--- src/logic/power_stage_pkg.sv ---
// Constants for the power stage synchronisation, clock and output block
package power_stage_pkg;
	// ------------------------------------------------------------
	// Geometry and register map (word index inside a unit window)
	// ------------------------------------------------------------
	localparam int unsigned UNITS        = 3;
	localparam logic [1:0]  UNIT_LAST    = 2'h2;
	localparam logic [3:0]  REG_CTRL     = 4'h0;
	localparam logic [3:0]  REG_CFG      = 4'h1;
	localparam logic [3:0]  REG_SOC      = 4'h2;
	localparam logic [3:0]  REG_SAH      = 4'h3;
	localparam logic [3:0]  REG_SAL      = 4'h4;
	localparam logic [3:0]  REG_RAH      = 4'h5;
	localparam logic [3:0]  REG_RAL      = 4'h6;
	localparam logic [3:0]  REG_SBH      = 4'h7;
	localparam logic [3:0]  REG_SBL      = 4'h8;
	localparam logic [3:0]  REG_RBH      = 4'h9;
	localparam logic [3:0]  REG_RBL      = 4'ha;
	localparam logic [3:0]  REG_IMSK     = 4'hb;
	localparam logic [3:0]  REG_IFLG     = 4'hc;
	localparam logic [3:0]  REG_STAT     = 4'hd;
	localparam logic [7:0]  RESET_BYTE   = 8'h00;
	// ------------------------------------------------------------
	// Field positions
	// ------------------------------------------------------------
	localparam int unsigned CTRL_RUN     = 0;
	localparam int unsigned CTRL_AUTORUN = 2;
	localparam int unsigned CTRL_PRE_LSB = 6;
	localparam int unsigned CFG_CLKSEL   = 1;
	localparam int unsigned CFG_MODE_LSB = 3;
	localparam int unsigned SOC_PIN0     = 0;
	localparam int unsigned SOC_PIN2     = 1;
	localparam int unsigned SOC_PIN1     = 2;
	localparam int unsigned SOC_PIN3     = 3;
	localparam int unsigned SOC_TRIG_LSB = 4;
	localparam int unsigned SOC_OUT2_SEL = 6;
	localparam int unsigned SOC_OUT3_SEL = 7;
	localparam int unsigned IRQ_EC       = 0;
	localparam int unsigned IRQ_CAPTURE_IRQ     = 1;
	// ------------------------------------------------------------
	// Modes, trigger codes and prescaler terminal counts
	// ------------------------------------------------------------
	localparam logic [1:0]  MODE_CENTRED = 2'h3;
	localparam logic [1:0]  TRIG_LEAD_A  = 2'h0;
	localparam logic [1:0]  TRIG_TRAIL_A = 2'h1;
	localparam logic [1:0]  TRIG_LEAD_B  = 2'h2;
	localparam logic [1:0]  TRIG_TRAIL_B = 2'h3;
	localparam logic [7:0]  PRE_TERM_1   = 8'h00;
	localparam logic [7:0]  PRE_TERM_4   = 8'h03;
	localparam logic [7:0]  PRE_TERM_32  = 8'h1f;
	localparam logic [7:0]  PRE_TERM_256 = 8'hff;
endpackage

--- src/logic/power_stage_sync_clock_config.sv ---
// Run chain, clock prescaler, interrupt flags, pin routing and compare registers
//
// The Avalon-MM slave port and the address map were decided locally.
`timescale 1ns/10ps

module power_stage_sync_clock_config (
	input  wire logic        ref_clk_i,
	input  wire logic        rst_n_i,
	input  wire logic [7:0]  avs_address_i,
	input  wire logic        avs_read_i,
	input  wire logic        avs_write_i,
	input  wire logic [31:0] avs_writedata_i,
	output logic      [31:0] avs_readdata_o,
	output logic             avs_waitrequest_o,
	input  wire logic        io_tick_i,
	input  wire logic        pll_tick_i,
	input  wire logic [2:0]  gen_a_i,
	input  wire logic [2:0]  gen_b_i,
	input  wire logic [2:0]  match_sa_i,
	input  wire logic [2:0]  match_ra_i,
	input  wire logic [2:0]  match_sb_i,
	input  wire logic [2:0]  match_rb_i,
	input  wire logic [2:0]  count_down_i,
	input  wire logic [2:0]  fault_part_a_i,
	input  wire logic [2:0]  fault_part_b_i,
	input  wire logic [2:0]  retrigger_i,
	input  wire logic [2:0]  capture_i,
	input  wire logic [2:0]  sync_error_i,
	input  wire logic [2:0]  halt_fault_i,
	input  wire logic [2:0]  halt_fault_en_i,
	output logic      [2:0]  unit_run_o,
	output logic      [2:0]  unit_tick_o,
	output logic      [2:0]  converter_trigger_o,
	output logic      [2:0]  waveform_out0_o,
	output logic      [2:0]  waveform_out1_o,
	output logic             waveform_out2_o,
	output logic             waveform_out3_o,
	output logic      [2:0]  pin0_enable_o,
	output logic      [2:0]  pin1_enable_o,
	output logic             pin2_enable_o,
	output logic             pin3_enable_o,
	output logic      [35:0] compare_set_a_o,
	output logic      [35:0] compare_reset_a_o,
	output logic      [35:0] compare_set_b_o,
	output logic      [47:0] compare_reset_b_o,
	output logic      [5:0]  irq_vector_o
);
	// ------------------------------------------------------------
	// Register state
	// ------------------------------------------------------------
	logic [7:0]  ctrl_q [3], ctrl_d [3]; // Control: prescale, autorun, run
	logic [7:0]  cfg_q  [3], cfg_d  [3]; // Config: clock select, mode
	logic [7:0]  soc_q  [3], soc_d  [3]; // Sync and output config
	logic [1:0]  imsk_q [3], imsk_d [3]; // Interrupt enables
	logic [1:0]  iflg_q [3], iflg_d [3]; // Sticky interrupt flags
	logic [11:0] csa_q  [3], csa_d  [3]; // Compare set A
	logic [11:0] cra_q  [3], cra_d  [3]; // Compare reset A
	logic [11:0] csb_q  [3], csb_d  [3]; // Compare set B
	logic [15:0] crb_q  [3], crb_d  [3]; // Compare reset B with flank width field
	logic [7:0]  temp_q, temp_d;         // Shared staged high byte
	logic        ack_q, ack_d;           // Bus answer cycle
	logic [31:0] rdata_q, rdata_d;       // Read data holding register
	logic [2:0]  run_q, run_d;           // Effective run state per unit
	logic [2:0]  run_bit;        // Next run bits after bus and faults
	logic [2:0]  auto_bit;       // Autorun bits
	logic [2:0]  slave;          // Autorun set, run clear
	logic [2:0]  fault7;         // Configured mode 7 fault per unit
	logic [1:0]  unit_sel;       // Addressed unit
	logic [3:0]  reg_sel;        // Addressed register
	logic        req;            // Any bus request
	logic        hit;            // Request lands on a mapped unit
	logic        wr_go;          // Write takes effect this cycle

	// Decode: byte address, one word per register, 16 words per unit
	assign req      = avs_read_i | avs_write_i;
	assign unit_sel = avs_address_i[7:6];
	assign reg_sel  = avs_address_i[5:2];
	assign hit      = (unit_sel <= power_stage_pkg::UNIT_LAST) && (avs_address_i[1:0] == 2'h0);
	assign wr_go    = avs_write_i & ack_q & hit;
	// One wait state: the slave answers at the second edge of a request
	assign avs_waitrequest_o = req & ~ack_q;
	assign avs_readdata_o    = rdata_q;

	// Position in the chain: unit n follows unit (n+2)%3
	function automatic int unsigned prv(input int unsigned n);
		prv = (n + 2) % 3;
	endfunction
	function automatic int unsigned nxt(input int unsigned n);
		nxt = (n + 1) % 3;
	endfunction

	// ------------------------------------------------------------
	// Register file, run chain and flags
	// ------------------------------------------------------------
	// Unrolled two hops so that an illegal all-autorun setting gives no loop
	always_comb begin
		ack_d   = req & ~ack_q;
		rdata_d = rdata_q;
		temp_d  = temp_q;
		for (int unsigned n = 0; n < 3; n++) begin
			ctrl_d[n] = ctrl_q[n];
			cfg_d[n]  = cfg_q[n];
			soc_d[n]  = soc_q[n];
			imsk_d[n] = imsk_q[n];
			iflg_d[n] = iflg_q[n];
			csa_d[n]  = csa_q[n];
			cra_d[n]  = cra_q[n];
			csb_d[n]  = csb_q[n];
			crb_d[n]  = crb_q[n];
			auto_bit[n] = ctrl_q[n][power_stage_pkg::CTRL_AUTORUN];
			slave[n]    = auto_bit[n] & ~ctrl_q[n][power_stage_pkg::CTRL_RUN];
			fault7[n]   = halt_fault_i[n] & halt_fault_en_i[n];
		end
		// Read capture on the first edge; reserved and write-only read zero
		if (avs_read_i && !ack_q) begin
			rdata_d = 32'h0000_0000;
			if (hit) begin
				unique case (reg_sel)
					power_stage_pkg::REG_CTRL: rdata_d[7:0] = ctrl_q[unit_sel];
					power_stage_pkg::REG_CFG:  rdata_d[7:0] = cfg_q[unit_sel];
					power_stage_pkg::REG_SOC:  rdata_d[7:0] = soc_q[unit_sel];
					power_stage_pkg::REG_IMSK: rdata_d[1:0] = imsk_q[unit_sel];
					power_stage_pkg::REG_IFLG: rdata_d[1:0] = iflg_q[unit_sel];
					power_stage_pkg::REG_STAT: rdata_d[0]   = run_q[unit_sel];
					default:                   rdata_d      = 32'h0000_0000;
				endcase
			end
		end
		// Writes take effect at the answering edge only
		if (wr_go) begin
			unique case (reg_sel)
				power_stage_pkg::REG_CTRL: ctrl_d[unit_sel] = avs_writedata_i[7:0];
				power_stage_pkg::REG_CFG:  cfg_d[unit_sel]  = avs_writedata_i[7:0];
				power_stage_pkg::REG_SOC:  soc_d[unit_sel]  = avs_writedata_i[7:0];
				power_stage_pkg::REG_IMSK: imsk_d[unit_sel] = avs_writedata_i[1:0];
				// High bytes only stage; the low byte loads both halves
				power_stage_pkg::REG_SAH, power_stage_pkg::REG_RAH,
				power_stage_pkg::REG_SBH, power_stage_pkg::REG_RBH: temp_d = avs_writedata_i[7:0];
				power_stage_pkg::REG_SAL: csa_d[unit_sel] = {temp_q[3:0], avs_writedata_i[7:0]};
				power_stage_pkg::REG_RAL: cra_d[unit_sel] = {temp_q[3:0], avs_writedata_i[7:0]};
				power_stage_pkg::REG_SBL: csb_d[unit_sel] = {temp_q[3:0], avs_writedata_i[7:0]};
				power_stage_pkg::REG_RBL: crb_d[unit_sel] = {temp_q, avs_writedata_i[7:0]};
				default: ;
			endcase
		end
		for (int unsigned n = 0; n < 3; n++) begin
			// Sticky flags: write one clears, a new event wins over the clear
			if (wr_go && reg_sel == power_stage_pkg::REG_IFLG && unit_sel == n[1:0]) begin
				iflg_d[n] = iflg_q[n] & ~avs_writedata_i[1:0];
			end
			if (match_rb_i[n]) begin
				iflg_d[n][power_stage_pkg::IRQ_EC] = 1'b1;
			end
			if (retrigger_i[n] | capture_i[n] | sync_error_i[n]) begin
				iflg_d[n][power_stage_pkg::IRQ_CAPTURE_IRQ] = 1'b1;
			end
		end
		// A master halts on its own fault or one forwarded by its slaves
		for (int unsigned n = 0; n < 3; n++) begin
			if (fault7[n]
			    || (slave[nxt(n)] && fault7[nxt(n)])
			    || (slave[nxt(n)] && slave[nxt(nxt(n))] && fault7[nxt(nxt(n))])) begin
				ctrl_d[n][power_stage_pkg::CTRL_RUN] = 1'b0;
			end
			run_bit[n] = ctrl_d[n][power_stage_pkg::CTRL_RUN];
		end
		// Run wins over autorun; a slave runs only while its source runs
		for (int unsigned n = 0; n < 3; n++) begin
			run_d[n] = run_bit[n]
			           | (ctrl_d[n][power_stage_pkg::CTRL_AUTORUN]
			              & (run_bit[prv(n)]
			                 | (ctrl_d[prv(n)][power_stage_pkg::CTRL_AUTORUN]
			                    & run_bit[prv(prv(n))])));
		end
	end

	// Register update for the bus and configuration state
	always_ff @(posedge ref_clk_i or negedge rst_n_i) begin
		if (!rst_n_i) begin
			ack_q   <= 1'b0;
			rdata_q <= 32'h0000_0000;
			temp_q  <= power_stage_pkg::RESET_BYTE;
			run_q   <= 3'h0;
			for (int unsigned n = 0; n < 3; n++) begin
				ctrl_q[n] <= power_stage_pkg::RESET_BYTE;
				cfg_q[n]  <= power_stage_pkg::RESET_BYTE;
				soc_q[n]  <= power_stage_pkg::RESET_BYTE;
				imsk_q[n] <= 2'h0;
				iflg_q[n] <= 2'h0;
				csa_q[n]  <= 12'h000;
				cra_q[n]  <= 12'h000;
				csb_q[n]  <= 12'h000;
				crb_q[n]  <= 16'h0000;
			end
		end else begin
			ack_q   <= ack_d;
			rdata_q <= rdata_d;
			temp_q  <= temp_d;
			run_q   <= run_d;
			ctrl_q  <= ctrl_d;
			cfg_q   <= cfg_d;
			soc_q   <= soc_d;
			imsk_q  <= imsk_d;
			iflg_q  <= iflg_d;
			csa_q   <= csa_d;
			cra_q   <= cra_d;
			csb_q   <= csb_d;
			crb_q   <= crb_d;
		end
	end

	// ------------------------------------------------------------
	// Per-unit prescaler, trigger and pin routing
	// ------------------------------------------------------------
	logic [7:0] pre_q [3], pre_d [3]; // Prescale counter
	logic [2:0] tick_q, tick_d;       // Divided unit clock enable
	logic [2:0] trig_q, trig_d;       // Converter trigger pulse
	logic [2:0] out0_q, out0_d;       // Output 0 level
	logic [2:0] out1_q, out1_d;       // Output 1 level
	logic [1:0] out23_q, out23_d;     // Unit 2 extra outputs

	genvar g;
	generate
		for (g = 0; g < 3; g++) begin : g_unit
			logic       src_tick;    // Selected source clock enable
			logic [7:0] term;        // Terminal count of prescaler
			logic [1:0] tsel;        // Trigger select
			logic       centred;     // Centre aligned mode
			assign src_tick = cfg_q[g][power_stage_pkg::CFG_CLKSEL] ? pll_tick_i : io_tick_i;
			assign tsel     = soc_q[g][power_stage_pkg::SOC_TRIG_LSB +: 2];
			assign centred  = cfg_q[g][power_stage_pkg::CFG_MODE_LSB +: 2] == power_stage_pkg::MODE_CENTRED;

			// Terminal count from the prescale code
			always_comb begin
				unique case (ctrl_q[g][power_stage_pkg::CTRL_PRE_LSB +: 2])
					2'h0: term = power_stage_pkg::PRE_TERM_1;
					2'h1: term = power_stage_pkg::PRE_TERM_4;
					2'h2: term = power_stage_pkg::PRE_TERM_32;
					2'h3: term = power_stage_pkg::PRE_TERM_256;
				endcase
			end

			// Counter restarts with the unit, so the first tick is aligned to the start
			always_comb begin
				pre_d[g]  = pre_q[g];
				tick_d[g] = 1'b0;
				if (!run_q[g]) begin
					pre_d[g] = 8'h00;
				end else if (src_tick) begin
					if (pre_q[g] >= term) begin
						pre_d[g]  = 8'h00;
						tick_d[g] = 1'b1;
					end else begin
						pre_d[g] = pre_q[g] + 8'h01;
					end
				end
			end

			// Converter trigger; centred mode uses RA only, codes 2 and 3 are silent
			always_comb begin
				trig_d[g] = 1'b0;
				if (centred) begin
					unique case (tsel)
						power_stage_pkg::TRIG_LEAD_A:  trig_d[g] = match_ra_i[g] & count_down_i[g];
						power_stage_pkg::TRIG_TRAIL_A: trig_d[g] = match_ra_i[g] & ~count_down_i[g];
						default:                       trig_d[g] = 1'b0;
					endcase
				end else begin
					unique case (tsel)
						power_stage_pkg::TRIG_LEAD_A:  trig_d[g] = match_sa_i[g];
						power_stage_pkg::TRIG_TRAIL_A: trig_d[g] = match_ra_i[g] | fault_part_a_i[g];
						power_stage_pkg::TRIG_LEAD_B:  trig_d[g] = match_sb_i[g];
						power_stage_pkg::TRIG_TRAIL_B: trig_d[g] = match_rb_i[g] | fault_part_b_i[g];
					endcase
				end
				out0_d[g] = gen_a_i[g];
				out1_d[g] = gen_b_i[g];
			end

			// Vector order: index 2k is capture, 2k+1 end of cycle, unit 2 first
			assign irq_vector_o[2 * (2 - g)]     = iflg_q[g][power_stage_pkg::IRQ_CAPTURE_IRQ] & imsk_q[g][power_stage_pkg::IRQ_CAPTURE_IRQ];
			assign irq_vector_o[2 * (2 - g) + 1] = iflg_q[g][power_stage_pkg::IRQ_EC] & imsk_q[g][power_stage_pkg::IRQ_EC];
			assign pin0_enable_o[g] = soc_q[g][power_stage_pkg::SOC_PIN0];
			assign pin1_enable_o[g] = soc_q[g][power_stage_pkg::SOC_PIN1];
			assign compare_set_a_o[12 * g +: 12]   = csa_q[g];
			assign compare_reset_a_o[12 * g +: 12] = cra_q[g];
			assign compare_set_b_o[12 * g +: 12]   = csb_q[g];
			assign compare_reset_b_o[16 * g +: 16] = crb_q[g];
		end
	endgenerate

	// Unit 2 output matrix for the two extra pins
	always_comb begin
		out23_d[0] = soc_q[2][power_stage_pkg::SOC_OUT2_SEL] ? gen_b_i[2] : gen_a_i[2];
		out23_d[1] = soc_q[2][power_stage_pkg::SOC_OUT3_SEL] ? gen_a_i[2] : gen_b_i[2];
	end
	assign pin2_enable_o = soc_q[2][power_stage_pkg::SOC_PIN2];
	assign pin3_enable_o = soc_q[2][power_stage_pkg::SOC_PIN3];

	// Output flops; one cycle of latency keeps the tick, trigger and waveform outputs glitch free
	always_ff @(posedge ref_clk_i or negedge rst_n_i) begin
		if (!rst_n_i) begin
			tick_q  <= 3'h0;
			trig_q  <= 3'h0;
			out0_q  <= 3'h0;
			out1_q  <= 3'h0;
			out23_q <= 2'h0;
			for (int unsigned n = 0; n < 3; n++) begin
				pre_q[n] <= 8'h00;
			end
		end else begin
			tick_q  <= tick_d;
			trig_q  <= trig_d;
			out0_q  <= out0_d;
			out1_q  <= out1_d;
			out23_q <= out23_d;
			pre_q   <= pre_d;
		end
	end
	assign unit_run_o          = run_q;
	assign unit_tick_o         = tick_q;
	assign converter_trigger_o = trig_q;
	assign waveform_out0_o     = out0_q;
	assign waveform_out1_o     = out1_q;
	assign waveform_out2_o     = out23_q[0];
	assign waveform_out3_o     = out23_q[1];
endmodule

--- config.mk ---
export PLATFORM = sky130hd
export DESIGN_NAME = power_stage_sync_clock_config
export DESIGN_NICKNAME = d
export VERILOG_FILES = /design/src/logic/power_stage_pkg.sv /design/src/logic/power_stage_sync_clock_config.sv
export SDC_FILE = /design/constraint.sdc
export NUM_CORES = 1
export LEC_CHECK = 0
export ABC_AREA = 1
export BUFFER_PORTS_ARGS = -buffer_cell sky130_fd_sc_hd__buf_4
export CELL_PAD_IN_SITES_DETAIL_PLACEMENT = 2
export CELL_PAD_IN_SITES_GLOBAL_PLACEMENT = 2
export CORE_UTILIZATION = 33
export CTS_BUF_LIST = sky130_fd_sc_hd__clkbuf_4 sky130_fd_sc_hd__clkbuf_8
export DETAILED_ROUTE_END_ITERATION = 16
export PLACE_DENSITY = 0.91
export SYNTH_ARGS = -nofsm -noshare
export SYNTH_HDL_FRONTEND = slang
export SYNTH_SLANG_ARGS = --single-unit
--- constraint.sdc ---
create_clock -name ref_clk_i -period 2.4 [get_ports ref_clk_i]
set_input_delay 0.48 -clock ref_clk_i [delete_from_list [all_inputs] [get_ports ref_clk_i]]
set_output_delay 0.48 -clock ref_clk_i [all_outputs]
set_load 0.02 [all_outputs]
==> flow_summary.toml <==
[outcome]
outcome = "complete, no violations"

[power]
seq_power_share_pct = 44.3
max-vdd-ir-drop_uv = 509
p_sw_share_pct = 28.7
power_w = 0.0118
power_density_mw_per_mm2 = 695
p_sw_w = 0.00339
leakage_nw = 8.59
internal_power_w = 0.00841
comb_power_share_pct = 8.5
pwr-share-clk_pct = 47.2

[sta]
tightest_slew_ns = 0.735
fin_crit_ns = 2.16
timing_hold_violations_final = 0
finalMaxSlewViolations = 0
setup_viol = 0
finClkSkew_ns = 0.0592
final.setup.tns_ns = 0
grt_setup_unrepaired = "false"
fin_crit_sh_pct = 90.2
fmax_ghz = 0.462
maxSlewHeadroom_pct = 51.0

[global_routing]
grt_max_degree = 77
grt_overflow = 0
grtUsageTotal_pct = 32.3
grt_pass1_wl_um = 97700
grt_pass1_vias = 15100
antenna_found_initial = 4

[detailed_routing]
vias = 12800
drt-met1-wl_um = 23400
drt-total-wl_um = 65700
via_per_inst = 5.39
antenna_left = 0
firstDrtPassIters = 5
wl_met3_um = 4400
dr.max_layer_used = "met5"
drc = 0
wl_met2_um = 33600
wl_per_cell_um = 27.7
initialDrtViolationCount = 804

[die]
ioPinCount = 308
start_util_pct = 33.7
core_mm2 = 0.0390
die_w_um = 202
dieArea_mm2 = 0.0407
rows = 72
die_h_um = 202

[clocking]
cts.path.max_buffers = 3
root_buffer = "clkbuf_8"
clk_latency_ns = 0.70
cts_sinks = 298
clkTransAtPathRegs_ns = 0.08
cts_buffers = 52
cts_tree = "done"
htree_num_levels = 2
post-cts-setup-buffers = 0

[logic_synthesis]
ys.flop_type = "dfrtp_1"
synth_top_area_share_pct = 56.6
syn_area_mm2 = 0.0132
synth.avg_cell_area_um2 = 8.62
ys_ff_latch = 298
seq_area_frac_synth_pct = 56.6
yosysWarnings = 0
synth_most_common_cell = "nand2_1"
yosys-top-cells-count = "nand2_1, dfrtp_1, o21ai_0"
synth_edf_count = 0
synthArstFlopShare_pct = 100
synth_cells = 1528
synth_area_leaders = "dfrtp_1, nand2_1, o21ai_0"
yosys.area.top_type = "dfrtp_1"
synthDistinctLibCells = 35

[finish]
n_fill_cell = 4222
final_core_util_pct = 43.5
fin_nets = 1933
syn2layout_area_growth_pct = 28.9
final_cell_area_mm2 = 0.0170
layout-drive-gt1-share_pct = 22.2
multi_input_area_mm2 = 0.00486
ff_latch_area_mm2 = 0.00746

[worst_setup_path]
worst-path-stages = 2
cpPeakStageDelay_ns = 0.44
critical_path_class = "flop to output port"
crit_fanout = 3
cp.arrival_ns = 1.68
crit_required_ns = 1.92
start_kind = "flop"
crit_chain = "nor2_1, buf_4"
ff2ff_path_depth = 6
cpLargestDelayFamily = "flip-flops"
endpoint_kind = "output port"
cp_slowest_cell = "dfrtp_1"
critPathBufInv = 1

[place]
hpwlAfterDp_um = 38500
gp_congestion = 0.810
io_buffers = 259
placed_area_mm2 = 0.0157

[worst_hold_path]
holdPathStages = 3
hold_class = "input port to flop"

[flow_run]
maxCapViolCount = 0
==> kinds of logic (layout without fill, tap and decap cells) <==
logic type,count (synthesis),count (layout),synth area share [%]
fa+ha+maj,27,27,2.57
xor+xnor,16,16,1.06
simple gates,681,681,20.9
flops,298,298,56.6
compound gates,297,297,11.6
other cells,1,27,0.0285
buf+inv,208,512,7.15
==> metal layers <==
metal | vias up | track usage, %
met2 | 551 | 57.0
li1 | 5443 | -
met3 | 237 | 8.36
met5 | - | 0
met1 | 6579 | 34.0
met4 | 2 | 20.9
==> path summary, 6_finish.rpt <==
path	start	endpoint	slack, ns
max in group asynchronous	rst_n_i	converter_trigger_o[0]	1.29
worst min-delay path	capture_i[2]	iflg_q[1]	0.03
worst max register to register	ack_q	compare_reset_b_o[43]	0.36
worst max-delay path	ack_q	avs_waitrequest_o	0.24
min in group asynchronous	rst_n_i	ctrl_q[17]	0.31
worst min register to register	cfg_q[22]	cfg_q[22]	0.51
==> cells in the final DEF (no fill, tap or decap), drive strengths merged, types with 13 or more instances in the layout <==
master | netlist | final
nor2 | 54 | 54
buf | 57 | 306
xor2 | 13 | 13
nand4 | 15 | 15
nand2 | 533 | 533
a21oi | 20 | 20
nand3 | 68 | 68
dfrtp | 298 | 298
ha | 27 | 27
inv | 105 | 107
clkbuf | 44 | 85
o21ai | 264 | 264
conb | 1 | 24
==> layout make-up <==
| cell class | count | share of cell area [%] |
|---|---|---|
| sequential | 298 | 43.9 |
| antenna | 3 | 0.0442 |
| inverter | 107 | 2.37 |
| timing repair buffer | 314 | 14.4 |
| clock buffer | 85 | 6.23 |
| multi-input combinational | 1045 | 28.6 |
| tap | 518 | 3.82 |
| clock inverter | 6 | 0.605 |
==> flip-flops by register name, summed over array words and instances (netlist names), 6 cells and up <==
register,flops
g_unit.tsel,6
compare_reset_a_o,36
ctrl_q,21
compare_set_a_o,36
cfg_q,24
compare_reset_b_o,48
temp_q,8
imsk_q,6
pre_q,24
avs_readdata_o,8
compare_set_b_o,36
iflg_q,6
soc_q,10
==> power groups by stage <==
stage | sequential, W | clock (W) | combinational [W]
finish | 0.00522 | 0.00557 | 0.000998
global route | 0.00523 | 0.00580 | 0.00105
CTS | 0.00522 | 0.00564 | 0.000986
detailed placement | 0.00530 | 0 | 0.000928
global placement | 0.00528 | 0 | 0.000873
floorplan | 0.00534 | 0 | 0.000349
==> worst reg2reg max path, stage by stage (launching register included) <==
cell     delay [ns]
dfrtp_1        0.43
nand2_1        0.17
nor2_2         0.16
buf_4          0.24
nand3_1        0.14
buf_4          0.27
o21ai_0        0.45
==> through the flow <==
| step | setup WS (ns) | instances | hold slack [ns] |
|---|---|---|---|
| 6_report | 0.236 | 2376 | 0.0335 |
| 5_1_grt | 0.138 | 2376 | 0.00562 |
| 4_1_cts | 0.187 | 2373 | 0.00229 |
| 3_5_place_dp | 0.216 | 2274 | 0.406 |
| 3_3_place_gp | 0.438 | 2274 | 0.395 |
| 2_1_floorplan | 0.636 | 1551 | 0.184 |
==> timing repair <==
| item | in CTS | in global routing |
|---|---|---|
| hold buffers | 8 | 0 |
| setup endpoints to repair | 0 | 1 |
| hold endpoints to repair | 43 | 0 |
| gates resized for setup | 0 | 1 |
No activity file was read; power rests on OpenSTA's default activity.
